## src/core/fndc_pkg.sv

```systemverilog
/*
 fndc_pkg: shared constants and carriers for the fractional-N divider control block.
 assumes: a single clock domain at 200 MHz, and AXI4-Lite register access with 32-bit data.
*/
package fndc_pkg;
   // ===========================================
   // register byte addresses
   localparam logic [7:0] FNDC_ADDR_FIRST_CFG = 8'h00;
   localparam logic [7:0] FNDC_ADDR_INT = 8'h04;
   localparam logic [7:0] FNDC_ADDR_NUM = 8'h08;
   localparam logic [7:0] FNDC_ADDR_DEN = 8'h0C;
   localparam logic [7:0] FNDC_ADDR_REFDIV = 8'h10;
   localparam logic [7:0] FNDC_ADDR_OUTDIV = 8'h14;
   localparam logic [7:0] FNDC_ADDR_STATUS = 8'h18;
   // ===========================================
   // first_config_word field positions
   localparam int FNDC_ORDER_LSB = 0;
   localparam int FNDC_DITH_LSB = 2;
   localparam int FNDC_DBL_BIT = 4;
   localparam int FNDC_CORE_LSB = 8;
   localparam int FNDC_CAP_LSB = 16;
   localparam int FNDC_FREQ_LSB = 24;
   // ===========================================
   // widths, limits and reset values
   localparam int FNDC_FW = 22;
   localparam logic [21:0] FNDC_DEN_MAX = 22'h3FFFFF;
   localparam logic [21:0] FNDC_DEN_RST = 22'h000001;
   localparam logic [15:0] FNDC_INT_RST = 16'h0010;
   localparam logic [11:0] FNDC_REFDIV_RST = 12'h001;
   localparam logic [5:0] FNDC_OUTDIV_RST = 6'h01;
   localparam logic [7:0] FNDC_FREQ_RST = 8'h64;
   localparam logic [1:0] FNDC_RESP_OKAY = 2'h0;
   localparam logic [1:0] FNDC_RESP_SLVERR = 2'h2;
   // ===========================================
   // calibration step time: one capacitor code step per 40 ns, 8 reference ticks
   localparam int FNDC_CLK_MHZ = 200;
   localparam int FNDC_CAL_STEP_NS = 40;
   localparam int FNDC_CAL_STEP_CYC = (FNDC_CAL_STEP_NS * FNDC_CLK_MHZ + 999) / 1000;
   localparam logic [2:0] FNDC_CORE_MAX = 3'h4;
   localparam logic [7:0] FNDC_CAP_MAX = 8'h7F;

   typedef enum logic [1:0] {
      FNDC_ORD_INT = 2'h0,
      FNDC_ORD_1 = 2'h1,
      FNDC_ORD_2 = 2'h2,
      FNDC_ORD_3 = 2'h3
   } fndc_order_t;

   typedef enum logic [2:0] {
      FNDC_CAL_IDLE = 3'b001,
      FNDC_CAL_RUN = 3'b010,
      FNDC_CAL_DONE = 3'b100
   } fndc_cal_t;

   typedef struct packed {
      fndc_order_t order;
      logic [1:0] dither;
      logic doubler;
      logic [2:0] core;
      logic [7:0] cap;
      logic [7:0] freq;
   } fndc_cfg_t;

   typedef struct packed {
      logic [15:0] int_part;
      logic [21:0] num;
      logic [21:0] den;
      fndc_order_t order;
      logic [1:0] dither;
   } fndc_mod_cfg_t;
endpackage

```

## src/core/fndc_dsm.sv

```systemverilog
/*
 fndc_dsm: delta-sigma modulator producing the per-cycle feedback divide value.
 assumes: configuration is stable while running; restart pulses from the same clock domain.
*/
`timescale 1ns/100ps
`default_nettype none
module fndc_dsm
   import fndc_pkg::*;
(
   input wire logic aclk,
   input wire logic aresetn,
   input wire logic restart,
   input wire fndc_mod_cfg_t cfg,
   output logic [17:0] ndiv
);
   typedef struct packed {
      logic [22:0] a1;
      logic [22:0] a2;
      logic [22:0] a3;
      logic c2d;
      logic [1:0] c3d;
      logic [15:0] lfsr;
      logic [17:0] ndiv;
   } fndc_dsm_st_t;
   fndc_dsm_st_t s_r, s_nxt;

   // modulus add with carry out; den limited to 22 bits
   function automatic logic [23:0] fndc_acc(input logic [22:0] a, input logic [22:0] b,
                                            input logic [21:0] den);
      logic [23:0] sum;
      sum = {1'b0, a} + {1'b0, b};
      if (sum >= {2'b00, den}) begin
         fndc_acc = {1'b1, 23'(sum - {2'b00, den})};
      end else begin
         fndc_acc = {1'b0, sum[22:0]};
      end
   endfunction

   logic [23:0] r1, r2, r3;
   logic [22:0] dnum;
   logic signed [19:0] dn;
   always_comb begin
      s_nxt = s_r;
      s_nxt.lfsr = {s_r.lfsr[14:0], s_r.lfsr[15] ^ s_r.lfsr[13] ^ s_r.lfsr[12] ^ s_r.lfsr[10]};
      // dither adds a small lsb-scaled offset to the fraction input
      unique case (cfg.dither)
         2'h0: dnum = {1'b0, cfg.num};
         2'h1: dnum = {1'b0, cfg.num} + 23'(s_r.lfsr[0]);
         2'h2: dnum = {1'b0, cfg.num} + 23'(s_r.lfsr[1:0]);
         default: dnum = {1'b0, cfg.num} + 23'(s_r.lfsr[3:0]);
      endcase
      if (dnum >= {1'b0, cfg.den}) begin
         dnum = {1'b0, cfg.num};
      end
      r1 = fndc_acc(s_r.a1, dnum, cfg.den);
      r2 = fndc_acc(s_r.a2, r1[22:0], cfg.den);
      r3 = fndc_acc(s_r.a3, r2[22:0], cfg.den);
      // mash cascade, the order picks how many stages feed the output
      unique case (cfg.order)
         FNDC_ORD_1: dn = 20'(r1[23]);
         FNDC_ORD_2: dn = 20'(r1[23]) + 20'(r2[23]) - 20'(s_r.c2d);
         FNDC_ORD_3: dn = 20'(r1[23]) + 20'(r2[23]) - 20'(s_r.c2d) + 20'(r3[23])
                          - 20'(s_r.c3d[0]) - 20'(s_r.c3d[0]) + 20'(s_r.c3d[1]);
         default: dn = 20'sh00000;
      endcase
      if (cfg.order == FNDC_ORD_INT || cfg.den == 22'h000000) begin
         s_nxt.ndiv = {2'b00, cfg.int_part};
      end else begin
         s_nxt.ndiv = 18'(20'({4'h0, cfg.int_part}) + dn);
         s_nxt.a1 = r1[22:0];
         s_nxt.a2 = r2[22:0];
         s_nxt.a3 = r3[22:0];
         s_nxt.c2d = r2[23];
         s_nxt.c3d = {s_r.c3d[0], r3[23]};
      end
      if (restart) begin
         // clearing the accumulators keeps the spur pattern repeatable
         s_nxt = '0;
         s_nxt.lfsr = 16'hACE1;
         s_nxt.ndiv = {2'b00, cfg.int_part};
      end
   end

   always_ff @(posedge aclk) begin
      if (!aresetn) begin
         s_r <= '0;
         s_r.lfsr <= 16'hACE1;
      end else begin
         s_r <= s_nxt;
      end
   end
   assign ndiv = s_r.ndiv;
endmodule // fndc_dsm
`default_nettype wire

```

## src/core/fndc_top.sv

```systemverilog
/*
 fndc_top: register file and control for a fractional-N synthesizer divider.
 assumes: aclk is the reference clock; one AXI4-Lite master; analog parts outside.
*/
`timescale 1ns/100ps
`default_nettype none
module fndc_top
   import fndc_pkg::*;
(
   input wire logic aclk,
   input wire logic aresetn,
   input wire logic [7:0] s_axi_awaddr,
   input wire logic s_axi_awvalid,
   output logic s_axi_awready,
   input wire logic [31:0] s_axi_wdata,
   input wire logic [3:0] s_axi_wstrb,
   input wire logic s_axi_wvalid,
   output logic s_axi_wready,
   output logic [1:0] s_axi_bresp,
   output logic s_axi_bvalid,
   input wire logic s_axi_bready,
   input wire logic [7:0] s_axi_araddr,
   input wire logic s_axi_arvalid,
   output logic s_axi_arready,
   output logic [31:0] s_axi_rdata,
   output logic [1:0] s_axi_rresp,
   output logic s_axi_rvalid,
   input wire logic s_axi_rready,
   output logic [17:0] feedback_divide,
   output logic [11:0] ref_divide,
   output logic reference_doubler_factor,
   output logic [5:0] output_divide_ratio,
   output logic [2:0] cal_core,
   output logic [7:0] cal_cap,
   output logic cal_busy,
   output logic modulator_restart
);
   // ===========================================
   // state
   typedef struct packed {
      logic aw_full;
      logic [7:0] aw_addr;
      logic w_full;
      logic [31:0] w_data;
      logic [3:0] w_strb;
      logic bvalid;
      logic [1:0] bresp;
      logic rvalid;
      logic [31:0] rdata;
      logic [1:0] rresp;
      fndc_cfg_t cfg;
      logic [15:0] int_part;
      logic [21:0] num;
      logic [21:0] den;
      logic [11:0] refdiv;
      logic [5:0] outdiv;
      logic restart;
      fndc_cal_t cal;
      logic [2:0] core;
      logic [7:0] cap;
      logic [7:0] step;
      logic [15:0] cal_cycles;
      logic awready;
      logic wready;
      logic arready;
   } fndc_st_t;
   fndc_st_t s_r, s_nxt;

   function automatic logic [31:0] fndc_merge(input logic [31:0] old, input logic [31:0] d,
                                              input logic [3:0] be);
      logic [31:0] res;
      res = old;
      for (int i = 0; i < 4; i++) begin
         if (be[i]) begin
            res[i*8 +: 8] = d[i*8 +: 8];
         end
      end
      fndc_merge = res;
   endfunction

   function automatic logic fndc_mapped(input logic [7:0] a);
      fndc_mapped = (a[1:0] == 2'b00) && (a <= FNDC_ADDR_STATUS);
   endfunction

   logic [17:0] dsm_ndiv;
   fndc_mod_cfg_t mod_cfg;
   assign mod_cfg = '{int_part: s_r.int_part, num: s_r.num, den: s_r.den,
                      order: s_r.cfg.order, dither: s_r.cfg.dither};

   fndc_dsm u_dsm (
      .aclk(aclk),
      .aresetn(aresetn),
      .restart(s_r.restart),
      .cfg(mod_cfg),
      .ndiv(dsm_ndiv)
   );

   logic [31:0] cfg_word, old_word, new_word;
   always_comb begin
      s_nxt = s_r;
      s_nxt.restart = 1'b0;
      cfg_word = {s_r.cfg.freq, s_r.cfg.cap, 5'h00, s_r.cfg.core, 3'h0, s_r.cfg.doubler,
                  s_r.cfg.dither, s_r.cfg.order};
      old_word = 32'h00000000;
      new_word = 32'h00000000;
      // ===========================================
      // write channel: address and data taken in either order
      if (s_axi_awvalid && s_axi_awready) begin
         s_nxt.aw_full = 1'b1;
         s_nxt.aw_addr = s_axi_awaddr;
      end
      if (s_axi_wvalid && s_axi_wready) begin
         s_nxt.w_full = 1'b1;
         s_nxt.w_data = s_axi_wdata;
         s_nxt.w_strb = s_axi_wstrb;
      end
      if (s_r.aw_full && s_r.w_full && !s_r.bvalid) begin
         s_nxt.aw_full = 1'b0;
         s_nxt.w_full = 1'b0;
         s_nxt.bvalid = 1'b1;
         s_nxt.bresp = fndc_mapped(s_r.aw_addr) && s_r.aw_addr != FNDC_ADDR_STATUS
                       ? FNDC_RESP_OKAY : FNDC_RESP_SLVERR;
         unique case (s_r.aw_addr)
            FNDC_ADDR_FIRST_CFG: old_word = cfg_word;
            FNDC_ADDR_INT: old_word = {16'h0000, s_r.int_part};
            FNDC_ADDR_NUM: old_word = {10'h000, s_r.num};
            FNDC_ADDR_DEN: old_word = {10'h000, s_r.den};
            FNDC_ADDR_REFDIV: old_word = {20'h00000, s_r.refdiv};
            FNDC_ADDR_OUTDIV: old_word = {26'h0000000, s_r.outdiv};
            default: old_word = 32'h00000000;
         endcase
         new_word = fndc_merge(old_word, s_r.w_data, s_r.w_strb);
         unique case (s_r.aw_addr)
            FNDC_ADDR_FIRST_CFG: begin
               s_nxt.cfg.order = fndc_order_t'(new_word[FNDC_ORDER_LSB +: 2]);
               s_nxt.cfg.dither = new_word[FNDC_DITH_LSB +: 2];
               s_nxt.cfg.doubler = new_word[FNDC_DBL_BIT];
               s_nxt.cfg.core = new_word[FNDC_CORE_LSB +: 3];
               s_nxt.cfg.cap = new_word[FNDC_CAP_LSB +: 8];
               s_nxt.cfg.freq = new_word[FNDC_FREQ_LSB +: 8];
               // every write here restarts the modulator and calibration
               s_nxt.restart = 1'b1;
               s_nxt.cal = FNDC_CAL_RUN;
               s_nxt.core = new_word[FNDC_CORE_LSB +: 3] > FNDC_CORE_MAX
                            ? FNDC_CORE_MAX : new_word[FNDC_CORE_LSB +: 3];
               s_nxt.cap = new_word[FNDC_CAP_LSB +: 8] > FNDC_CAP_MAX
                           ? FNDC_CAP_MAX : new_word[FNDC_CAP_LSB +: 8];
               s_nxt.step = 8'h00;
               s_nxt.cal_cycles = 16'h0000;
            end
            FNDC_ADDR_INT: s_nxt.int_part = new_word[15:0];
            FNDC_ADDR_NUM: s_nxt.num = new_word[21:0];
            FNDC_ADDR_DEN: begin
               // zero is not a legal denominator, one stands in for it
               s_nxt.den = new_word[21:0] == 22'h000000 ? FNDC_DEN_RST : new_word[21:0];
            end
            FNDC_ADDR_REFDIV: begin
               s_nxt.refdiv = new_word[11:0] == 12'h000 ? FNDC_REFDIV_RST : new_word[11:0];
            end
            FNDC_ADDR_OUTDIV: begin
               s_nxt.outdiv = new_word[5:0] == 6'h00 ? FNDC_OUTDIV_RST : new_word[5:0];
            end
            default: ;
         endcase
      end
      if (s_r.bvalid && s_axi_bready) begin
         s_nxt.bvalid = 1'b0;
      end
      // ===========================================
      // read channel
      if (s_axi_arvalid && s_axi_arready) begin
         s_nxt.rvalid = 1'b1;
         s_nxt.rresp = fndc_mapped(s_axi_araddr) ? FNDC_RESP_OKAY : FNDC_RESP_SLVERR;
         unique case (s_axi_araddr)
            FNDC_ADDR_FIRST_CFG: s_nxt.rdata = cfg_word;
            FNDC_ADDR_INT: s_nxt.rdata = {16'h0000, s_r.int_part};
            FNDC_ADDR_NUM: s_nxt.rdata = {10'h000, s_r.num};
            FNDC_ADDR_DEN: s_nxt.rdata = {10'h000, s_r.den};
            FNDC_ADDR_REFDIV: s_nxt.rdata = {20'h00000, s_r.refdiv};
            FNDC_ADDR_OUTDIV: s_nxt.rdata = {26'h0000000, s_r.outdiv};
            FNDC_ADDR_STATUS: begin
               s_nxt.rdata = {s_r.cal_cycles, s_r.cap, 1'b0, s_r.core,
                              2'b00, s_r.cal == FNDC_CAL_DONE, s_r.cal == FNDC_CAL_RUN};
            end
            default: s_nxt.rdata = 32'h00000000;
         endcase
      end
      if (s_r.rvalid && s_axi_rready) begin
         s_nxt.rvalid = 1'b0;
      end
      // ===========================================
      // calibration walk: down the capacitor codes, then the next core.
      // the real band compare is analog; here the walk ends at code zero of the top core,
      // so a start near the end gives a short calibration
      if (s_r.cal == FNDC_CAL_RUN && !s_nxt.restart) begin
         s_nxt.cal_cycles = s_r.cal_cycles + 16'h0001;
         if (s_r.step == 8'(FNDC_CAL_STEP_CYC - 1)) begin
            s_nxt.step = 8'h00;
            if (s_r.cap != 8'h00) begin
               s_nxt.cap = s_r.cap - 8'h01;
            end else if (s_r.core < FNDC_CORE_MAX) begin
               s_nxt.core = s_r.core + 3'h1;
               s_nxt.cap = FNDC_CAP_MAX;
            end else begin
               s_nxt.cal = FNDC_CAL_DONE;
            end
         end else begin
            s_nxt.step = s_r.step + 8'h01;
         end
      end
      // readies are registered so the bus outputs come straight from flops
      s_nxt.awready = !s_nxt.aw_full;
      s_nxt.wready = !s_nxt.w_full;
      s_nxt.arready = !s_nxt.rvalid;
   end

   always_ff @(posedge aclk) begin
      if (!aresetn) begin
         s_r <= '0;
         s_r.cfg.freq <= FNDC_FREQ_RST;
         s_r.int_part <= FNDC_INT_RST;
         s_r.den <= FNDC_DEN_RST;
         s_r.refdiv <= FNDC_REFDIV_RST;
         s_r.outdiv <= FNDC_OUTDIV_RST;
         s_r.cal <= FNDC_CAL_IDLE;
         s_r.awready <= 1'b1;
         s_r.wready <= 1'b1;
         s_r.arready <= 1'b1;
      end else begin
         s_r <= s_nxt;
      end
   end

   // ===========================================
   // outputs, all from flip-flops; the analog path applies the ratios
   assign s_axi_awready = s_r.awready;
   assign s_axi_wready = s_r.wready;
   assign s_axi_bvalid = s_r.bvalid;
   assign s_axi_bresp = s_r.bresp;
   assign s_axi_arready = s_r.arready;
   assign s_axi_rvalid = s_r.rvalid;
   assign s_axi_rdata = s_r.rdata;
   assign s_axi_rresp = s_r.rresp;
   assign feedback_divide = dsm_ndiv;
   assign ref_divide = s_r.refdiv;
   assign reference_doubler_factor = s_r.cfg.doubler;
   assign output_divide_ratio = s_r.outdiv;
   assign cal_core = s_r.core;
   assign cal_cap = s_r.cap;
   assign cal_busy = s_r.cal[1]; // run bit of the one-hot code
   assign modulator_restart = s_r.restart;
endmodule // fndc_top
`default_nettype wire

```

## config.mk

```make
export PLATFORM = sky130hd
export DESIGN_NAME = fndc_top
export DESIGN_NICKNAME = d
export VERILOG_FILES = /design/src/core/fndc_pkg.sv /design/src/core/fndc_dsm.sv /design/src/core/fndc_top.sv
export SDC_FILE = /design/constraint.sdc
export NUM_CORES = 1
export LEC_CHECK = 0
export BUFFER_PORTS_ARGS = -buffer_cell sky130_fd_sc_hd__buf_2
export CORE_MARGIN = 4
export CORE_UTILIZATION = 50
export CTS_BUF_LIST = sky130_fd_sc_hd__clkbuf_4
export DETAILED_ROUTE_END_ITERATION = 8
export PLACE_DENSITY_LB_ADDON = 0.08
export RECOVER_POWER = 25
export SYNTH_ARGS = -nofsm -noshare
export SYNTH_HDL_FRONTEND = slang
export SYNTH_HIERARCHICAL = 1
export SYNTH_SLANG_ARGS = --single-unit
```

## constraint.sdc

```tcl
create_clock -name aclk -period 34.1 [get_ports aclk]
set_input_delay 5.115 -clock aclk [delete_from_list [all_inputs] [get_ports aclk]]
set_output_delay 5.115 -clock aclk [all_outputs]
set_load 0.01 [all_outputs]
```

==> results of run 1 <==
-- worst max path at each step --
stage,startpoint,endpoint,slack [ns],cells after the start
floorplan,cfg_word[2],u_dsm/ndiv[15],15.91,86
global placement,cfg_word[2],u_dsm/ndiv[15],13.82,81
detailed placement,cfg_word[2],u_dsm/ndiv[15],13.23,81
CTS,cfg_word[2],u_dsm/ndiv[15],13.21,81
global route,cfg_word[2],u_dsm/ndiv[15],11.02,85
finish,cfg_word[2],u_dsm/ndiv[15],13.02,81
-- cells in the mapped netlist (23+ instances only) --
cell type  instances  area [sq um]
nand2_1          390          1460
dfxtp_1          332          6650
a21oi_1          202          1010
ha_1             176          2200
o21ai_0          164           821
nor2_1           161           604
clkbuf_1         111           417
xnor2_1          109           955
inv_1             94           353
buf_4             87           653
nand3_1           84           420
a22oi_1           76           571
o211a_1           76           761
xor2_1            72           631
a21boi_0          67           503
nor2b_1           66           413
mux2i_1           63           631
nor3_1            50           250
nand2b_1          47           294
and2_1            45           282
a21o_1            44           330
a31oi_1           35           219
mux2_2            34           383
nand4_1           30           188
a211oi_1          25           188
and3_1            24           150
o211ai_1          24           180
o21a_1            23           173
-- critical path, delay by kind of cell (launching register included) --
family	cells	cell delay, ns
buf+inv	4	1.06
xor+xnor	3	0.43
fa+ha+maj	13	4.71
flops	1	0.37
compound gates	33	8.19
simple gates	25	4.97
mux	3	1.20
-- layout make-up --
type,instances,area (sq um)
tap,615,769
fill,4643,21900
clock buffer,131,983
multi-input combinational,2356,16100
antenna,2,5.00
inverter,95,359
timing repair buffer,178,960
clock inverter,29,134
sequential,332,6650
-- through the flow --
step | cells | hold WS (ns) | instance area, sq um | worst slack [ns]
after floorplan | 3005 | 0.386 | 24300 | 15.91
after global placement | 3576 | 0.389 | 24900 | 13.82
after detailed placement | 3576 | 0.398 | 24900 | 13.23
after CTS | 3736 | 0.413 | 26000 | 13.21
after global routing | 3738 | 0.428 | 26000 | 11.02
final | 3738 | 0.410 | 26000 | 13.02
-- per-layer routing --
metal / global-route usage / vias up
li1: - / 10900
met1: 0.352 / 10800
met2: 0.512 / 848
met3: 0.0522 / 223
met4: 0.140 / 2
met5: 0 / -
-- layout by cell type, fill, tap and decap left out, types with 19 or more instances in the layout --
master    Yosys  layout
xor2_1       72      72
o21a_1       23      23
a21boi_0     67      67
mux2i_1      63      63
buf_2        17     146
nand4_1      30      30
inv_1        94      94
nor2b_1      66      65
buf_4        87      29
a211oi_1     25      25
nand2_1     390     390
o21ba_2      22      22
nand2b_1     47      47
o211a_1      76      76
nand3_1      84      84
a21oi_1     202     202
clkbuf_4      0     131
o21ai_0     164     164
nor3_1       50      49
clkinv_1      0      19
a22oi_1      76      76
and3_1       24      24
ha_1        176     176
xnor2_1     109     109
nor2_1      161     158
a31oi_1      35      35
and2_1       45      44
dfxtp_1     332     331
o211ai_1     24      24
mux2_2       34      34
a21o_1       44      44
-- cell families (layout without fill, tap and decap cells) --
kind of cell / Yosys count / count (layout) / synth area share
multiplexers: 106 / 106 / 0.0476
AND/OR/NAND/NOR: 985 / 985 / 0.195
XOR/XNOR: 181 / 181 / 0.0653
AO/OA/AOI/OAI: 894 / 894 / 0.253
buffers and inverters: 317 / 433 / 0.0649
other: 2 / 5 / 0.000309
flip-flops: 332 / 332 / 0.274
adder cells (fa/ha/maj): 187 / 187 / 0.0997
-- registers in the layout, summed over array words and instances, names as in the netlist, 3 cells and up --
| name | cells |
|---|---|
| cal_cap | 8 |
| u_dsm/ndiv | 18 |
| cfg_word | 23 |
| s_axi_rdata | 32 |
| s_r | 72 |
| u_dsm/s_r | 88 |
| cal_core | 3 |
| ref_divide | 12 |
| output_divide_ratio | 6 |
| mod_cfg | 60 |
==> results.py, run 1 <==
metrics = {
    "logic_synthesis": {
        "yosysSeqAreaShare": 0.274,
        "synth_cell_type_count": 93,
        "syn-instance-count": 3004,
        "avgSynthCellArea_sq_um": 8.08,
        "syn-cell-area_sq_um": 24300,
        "synth_ff_type": "dfxtp_1",
        "synth-edff-count": 0,
        "yosys_warnings": 6,
        "ys_ff_latch": 332,
        "async_flop_share": 0,
    },
    "cells_and_area": {
        "drive_above_1_share": 0.132,
        "nNetsFinal": 3305,
        "utilization": 0.543,
        "area.growth.synth_to_final_pct": 6.92,
    },
    "min_path": {
        "min_path_cells": 1,
        "hold_class": "register to register",
        "worstHoldStart": "u_dsm/s_r[24]",
        "hold_end": "u_dsm/s_r[25]",
    },
    "global_routing": {
        "grt_max_degree": 95,
        "grt_first_pass_wirelength_mm": 124,
        "grt_pass1_vias": 22400,
        "antenna_found_initial": 3,
        "gr-total-overflow": 0,
        "grtUsageTotal": 0.294,
    },
    "routing": {
        "drc_errors": 0,
        "firstDrtPassIters": 7,
        "wl_met3_mm": 5.13,
        "wl_met1_mm": 32.4,
        "wl_mm": 80.0,
        "routed_via_density": 6.10,
        "top_layer": "met5",
        "vias": 22800,
        "drt-wirelength-per-cell_um": 21.4,
        "drt_iter0_drc": 1860,
        "ant_nets": 0,
        "wl_met2_mm": 38.5,
    },
    "sta": {
        "timing.setup.tns_ns": 0,
        "finalSetupViolCount": 0,
        "hold_viol": 0,
        "rsz0062_at_grt": "no",
        "tightest_slew_ns": 3.42,
        "finalMaxSlewViolations": 153,
        "slew_headroom": -1.28,
        "fin_skew_ns": 0.0422,
        "fin_crit_ns": 21.08,
        "post-route-period-util": 0.618,
        "fmax_mhz": 47.4,
    },
    "setup_path": {
        "crit_top_cell": "ha_1",
        "critPathMaxFanout": 23,
        "cp.required_ns": 34.86,
        "r2r_end": "u_dsm/ndiv[15]",
        "slowest_stage": "a2111oi_0",
        "endpoint_kind": "register",
        "cp-start-kind": "register",
        "r2r_cells": 81,
        "r2r_start": "cfg_word[2]",
        "crit_arrival_ns": 21.84,
        "r2r_setup_slack_ns": 13.02,
        "crit_type": "register to register",
        "slowest_delay_ns": 0.56,
    },
    "floorplan": {
        "die_h_um": 228,
        "initial_core_util": 0.508,
        "fp.coreArea_sq_um": 47800,
        "io_pins": 150,
        "die_x_um": 228,
        "num_rows": 80,
        "die_area_sq_um": 52200,
    },
    "job": {
        "drv_cap": 2,
    },
    "place": {
        "place.gp.congestion": 0.945,
        "hpwl_mm": 59.7,
        "io_buffers": 147,
    },
    "clocking": {
        "cts_resized": 0,
        "clk_pin_slew_ns": 0.07,
        "h-tree-depth": 3,
        "cts_tree": "done",
        "cts_sinks": 332,
        "insertion_delay_ns": 0.84,
        "holdBufCountCts": 0,
        "root_buffer": "clkbuf_4",
        "cts_setup_buffers": 0,
        "numCtsBuffers": 96,
        "clockBufferDepth": 3,
    },
    "outcome": {
        "status": "complete, but fails checks",
        "violations": "capacitance limit, slew limit",
    },
}
Power of run 1 is not shown: default switching activity piles up to over one toggle a cycle in this logic, so the estimate is an artifact.
==> inputs of run 2 (changes only) <==
==> constraint.sdc (replaced) <==
create_clock -name aclk -period 18 [get_ports aclk]
set_input_delay 2.7 -clock aclk [delete_from_list [all_inputs] [get_ports aclk]]
set_output_delay 2.7 -clock aclk [all_outputs]
set_load 0.01 [all_outputs]
==> results.py, run 2 (synthesis results as in run 1) <==
metrics = {
    "job": {
        "drv_cap": 8,
    },
    "routing": {
        "routed_via_density": 5.92,
        "drc_errors": 0,
        "wl_mm": 86.8,
        "vias": 24800,
        "drt_iter0_drc": 1802,
        "drt-wirelength-per-cell_um": 20.7,
        "ant_nets": 0,
        "firstDrtPassIters": 8,
    },
    "clocking": {
        "cts_sinks": 332,
        "root_buffer": "clkbuf_4",
        "h-tree-depth": 3,
        "cts_tree": "done",
        "clk_pin_slew_ns": 0.07,
        "insertion_delay_ns": 0.87,
        "numCtsBuffers": 94,
        "clockBufferDepth": 3,
    },
    "sta": {
        "fmax_mhz": 57.7,
        "hold_viol": 0,
        "tightest_slew_ns": 4.27,
        "fin_crit_ns": 17.33,
        "slew_headroom": -1.85,
        "timing.setup.tns_ns": 0,
        "fin_skew_ns": 0.0516,
        "post-route-period-util": 0.963,
        "finalMaxSlewViolations": 358,
        "finalSetupViolCount": 0,
    },
    "place": {
        "io_buffers": 147,
        "hpwl_mm": 64.9,
        "place.gp.congestion": 0.944,
        "placed_area_sq_um": 28000,
    },
    "setup_path": {
        "endpoint_kind": "register",
        "crit_top_cell": "a21oi_2",
        "crit_arrival_ns": 18.11,
        "critPathMaxFanout": 6,
        "cp-start-kind": "register",
        "slowest_delay_ns": 0.53,
        "cp.required_ns": 18.78,
        "r2r_cells": 90,
        "r2r_setup_slack_ns": 0.67,
        "slowest_stage": "or4_4",
        "crit_type": "register to register",
    },
    "global_routing": {
        "grtUsageTotal": 0.316,
        "antenna_found_initial": 2,
        "gr-total-overflow": 0,
        "grt_first_pass_wirelength_mm": 134,
        "grt_pass1_vias": 24600,
        "grt_max_degree": 111,
    },
    "cells_and_area": {
        "area.growth.synth_to_final_pct": 24.6,
        "nNetsFinal": 3748,
        "mostFrequentLayoutCell": "buf_4",
        "fin_area_sq_um": 30300,
        "fillCellCount": 4285,
        "drive_above_1_share": 0.279,
        "top_register": "u_dsm/s_r",
        "largest_reg_flops": 88,
        "most-common-layout-cells": "buf_4 (458), nand2_1 (385), dfxtp_1 (329), a21oi_1 (172), ha_1 (157)",
    },
    "floorplan": {
        "die_area_sq_um": 52200,
        "num_rows": 80,
        "die_x_um": 228,
        "fp.coreArea_sq_um": 47800,
        "die_h_um": 228,
        "initial_core_util": 0.508,
        "io_pins": 150,
    },
    "min_path": {
        "min_path_cells": 1,
        "hold_class": "register to register",
    },
    "outcome": {
        "status": "complete, but fails checks",
        "violations": "capacitance limit, slew limit",
    },
}
-- run 2: path summary, 6_finish.rpt --
kind,startpoint,endpoint
max,cfg_word[3],u_dsm/ndiv[14]
min,u_dsm/s_r[25],u_dsm/s_r[26]
max reg2reg,cfg_word[3],u_dsm/ndiv[14]
min reg2reg,u_dsm/s_r[25],u_dsm/s_r[26]
-- run 2: layer usage --
| layer | track usage | routed length, um | vias to the layer above |
|---|---|---|---|
| met3 | 0.0487 | 5130 | 288 |
| met1 | 0.369 | 34200 | 11700 |
| met5 | 0 | 0 | - |
| met4 | 0.172 | 5380 | 0 |
| li1 | - | - | 11800 |
| met2 | 0.555 | 42100 | 953 |
-- run 2: worst max-delay path, delay by kind of cell (launching register included) --
family | cells | cell delay (ns)
flops | 1 | 0.33
fa+ha+maj | 14 | 4.33
xor+xnor | 4 | 0.62
buf+inv | 11 | 1.38
compound gates | 32 | 5.32
simple gates | 27 | 4.58
mux | 2 | 0.65
-- run 2: timing repair --
item | in CTS | in global routing
cloned | 1 | 1
pin swaps | 18 | 116
gates resized for setup | 32 | 172
hold buffers | 0 | 0
setup endpoints to repair | 15 | 17
setup buffers | 5 | 26
hold endpoints to repair | 0 | 0
-- run 2: cell type report --
cell class                 count  area, sq um  share of cell area
timing repair buffer         622         4330               0.143
sequential                   332         6650               0.220
timing repair inverter         1         7.51            0.000248
inverter                      95          364              0.0120
clock inverter                26          129             0.00426
tap                          615          769              0.0254
antenna                        4         10.0            0.000331
clock buffer                 136         1020              0.0337
multi-input combinational   2356        17000               0.561
-- run 2: per-stage QoR --
step	cells	utilization	setup slack (ns)	hold slack (ns)
floorplan	3005	-	0.00686	0.386
global route	4187	0.633	-0.279	0.418
global placement	3990	0.585	-0.364	0.390
detailed placement	3990	0.585	-0.714	0.395
finish	4187	0.633	0.668	0.397
CTS	4158	0.613	0.00771	0.386
Power of run 2 is left out for the same reason.
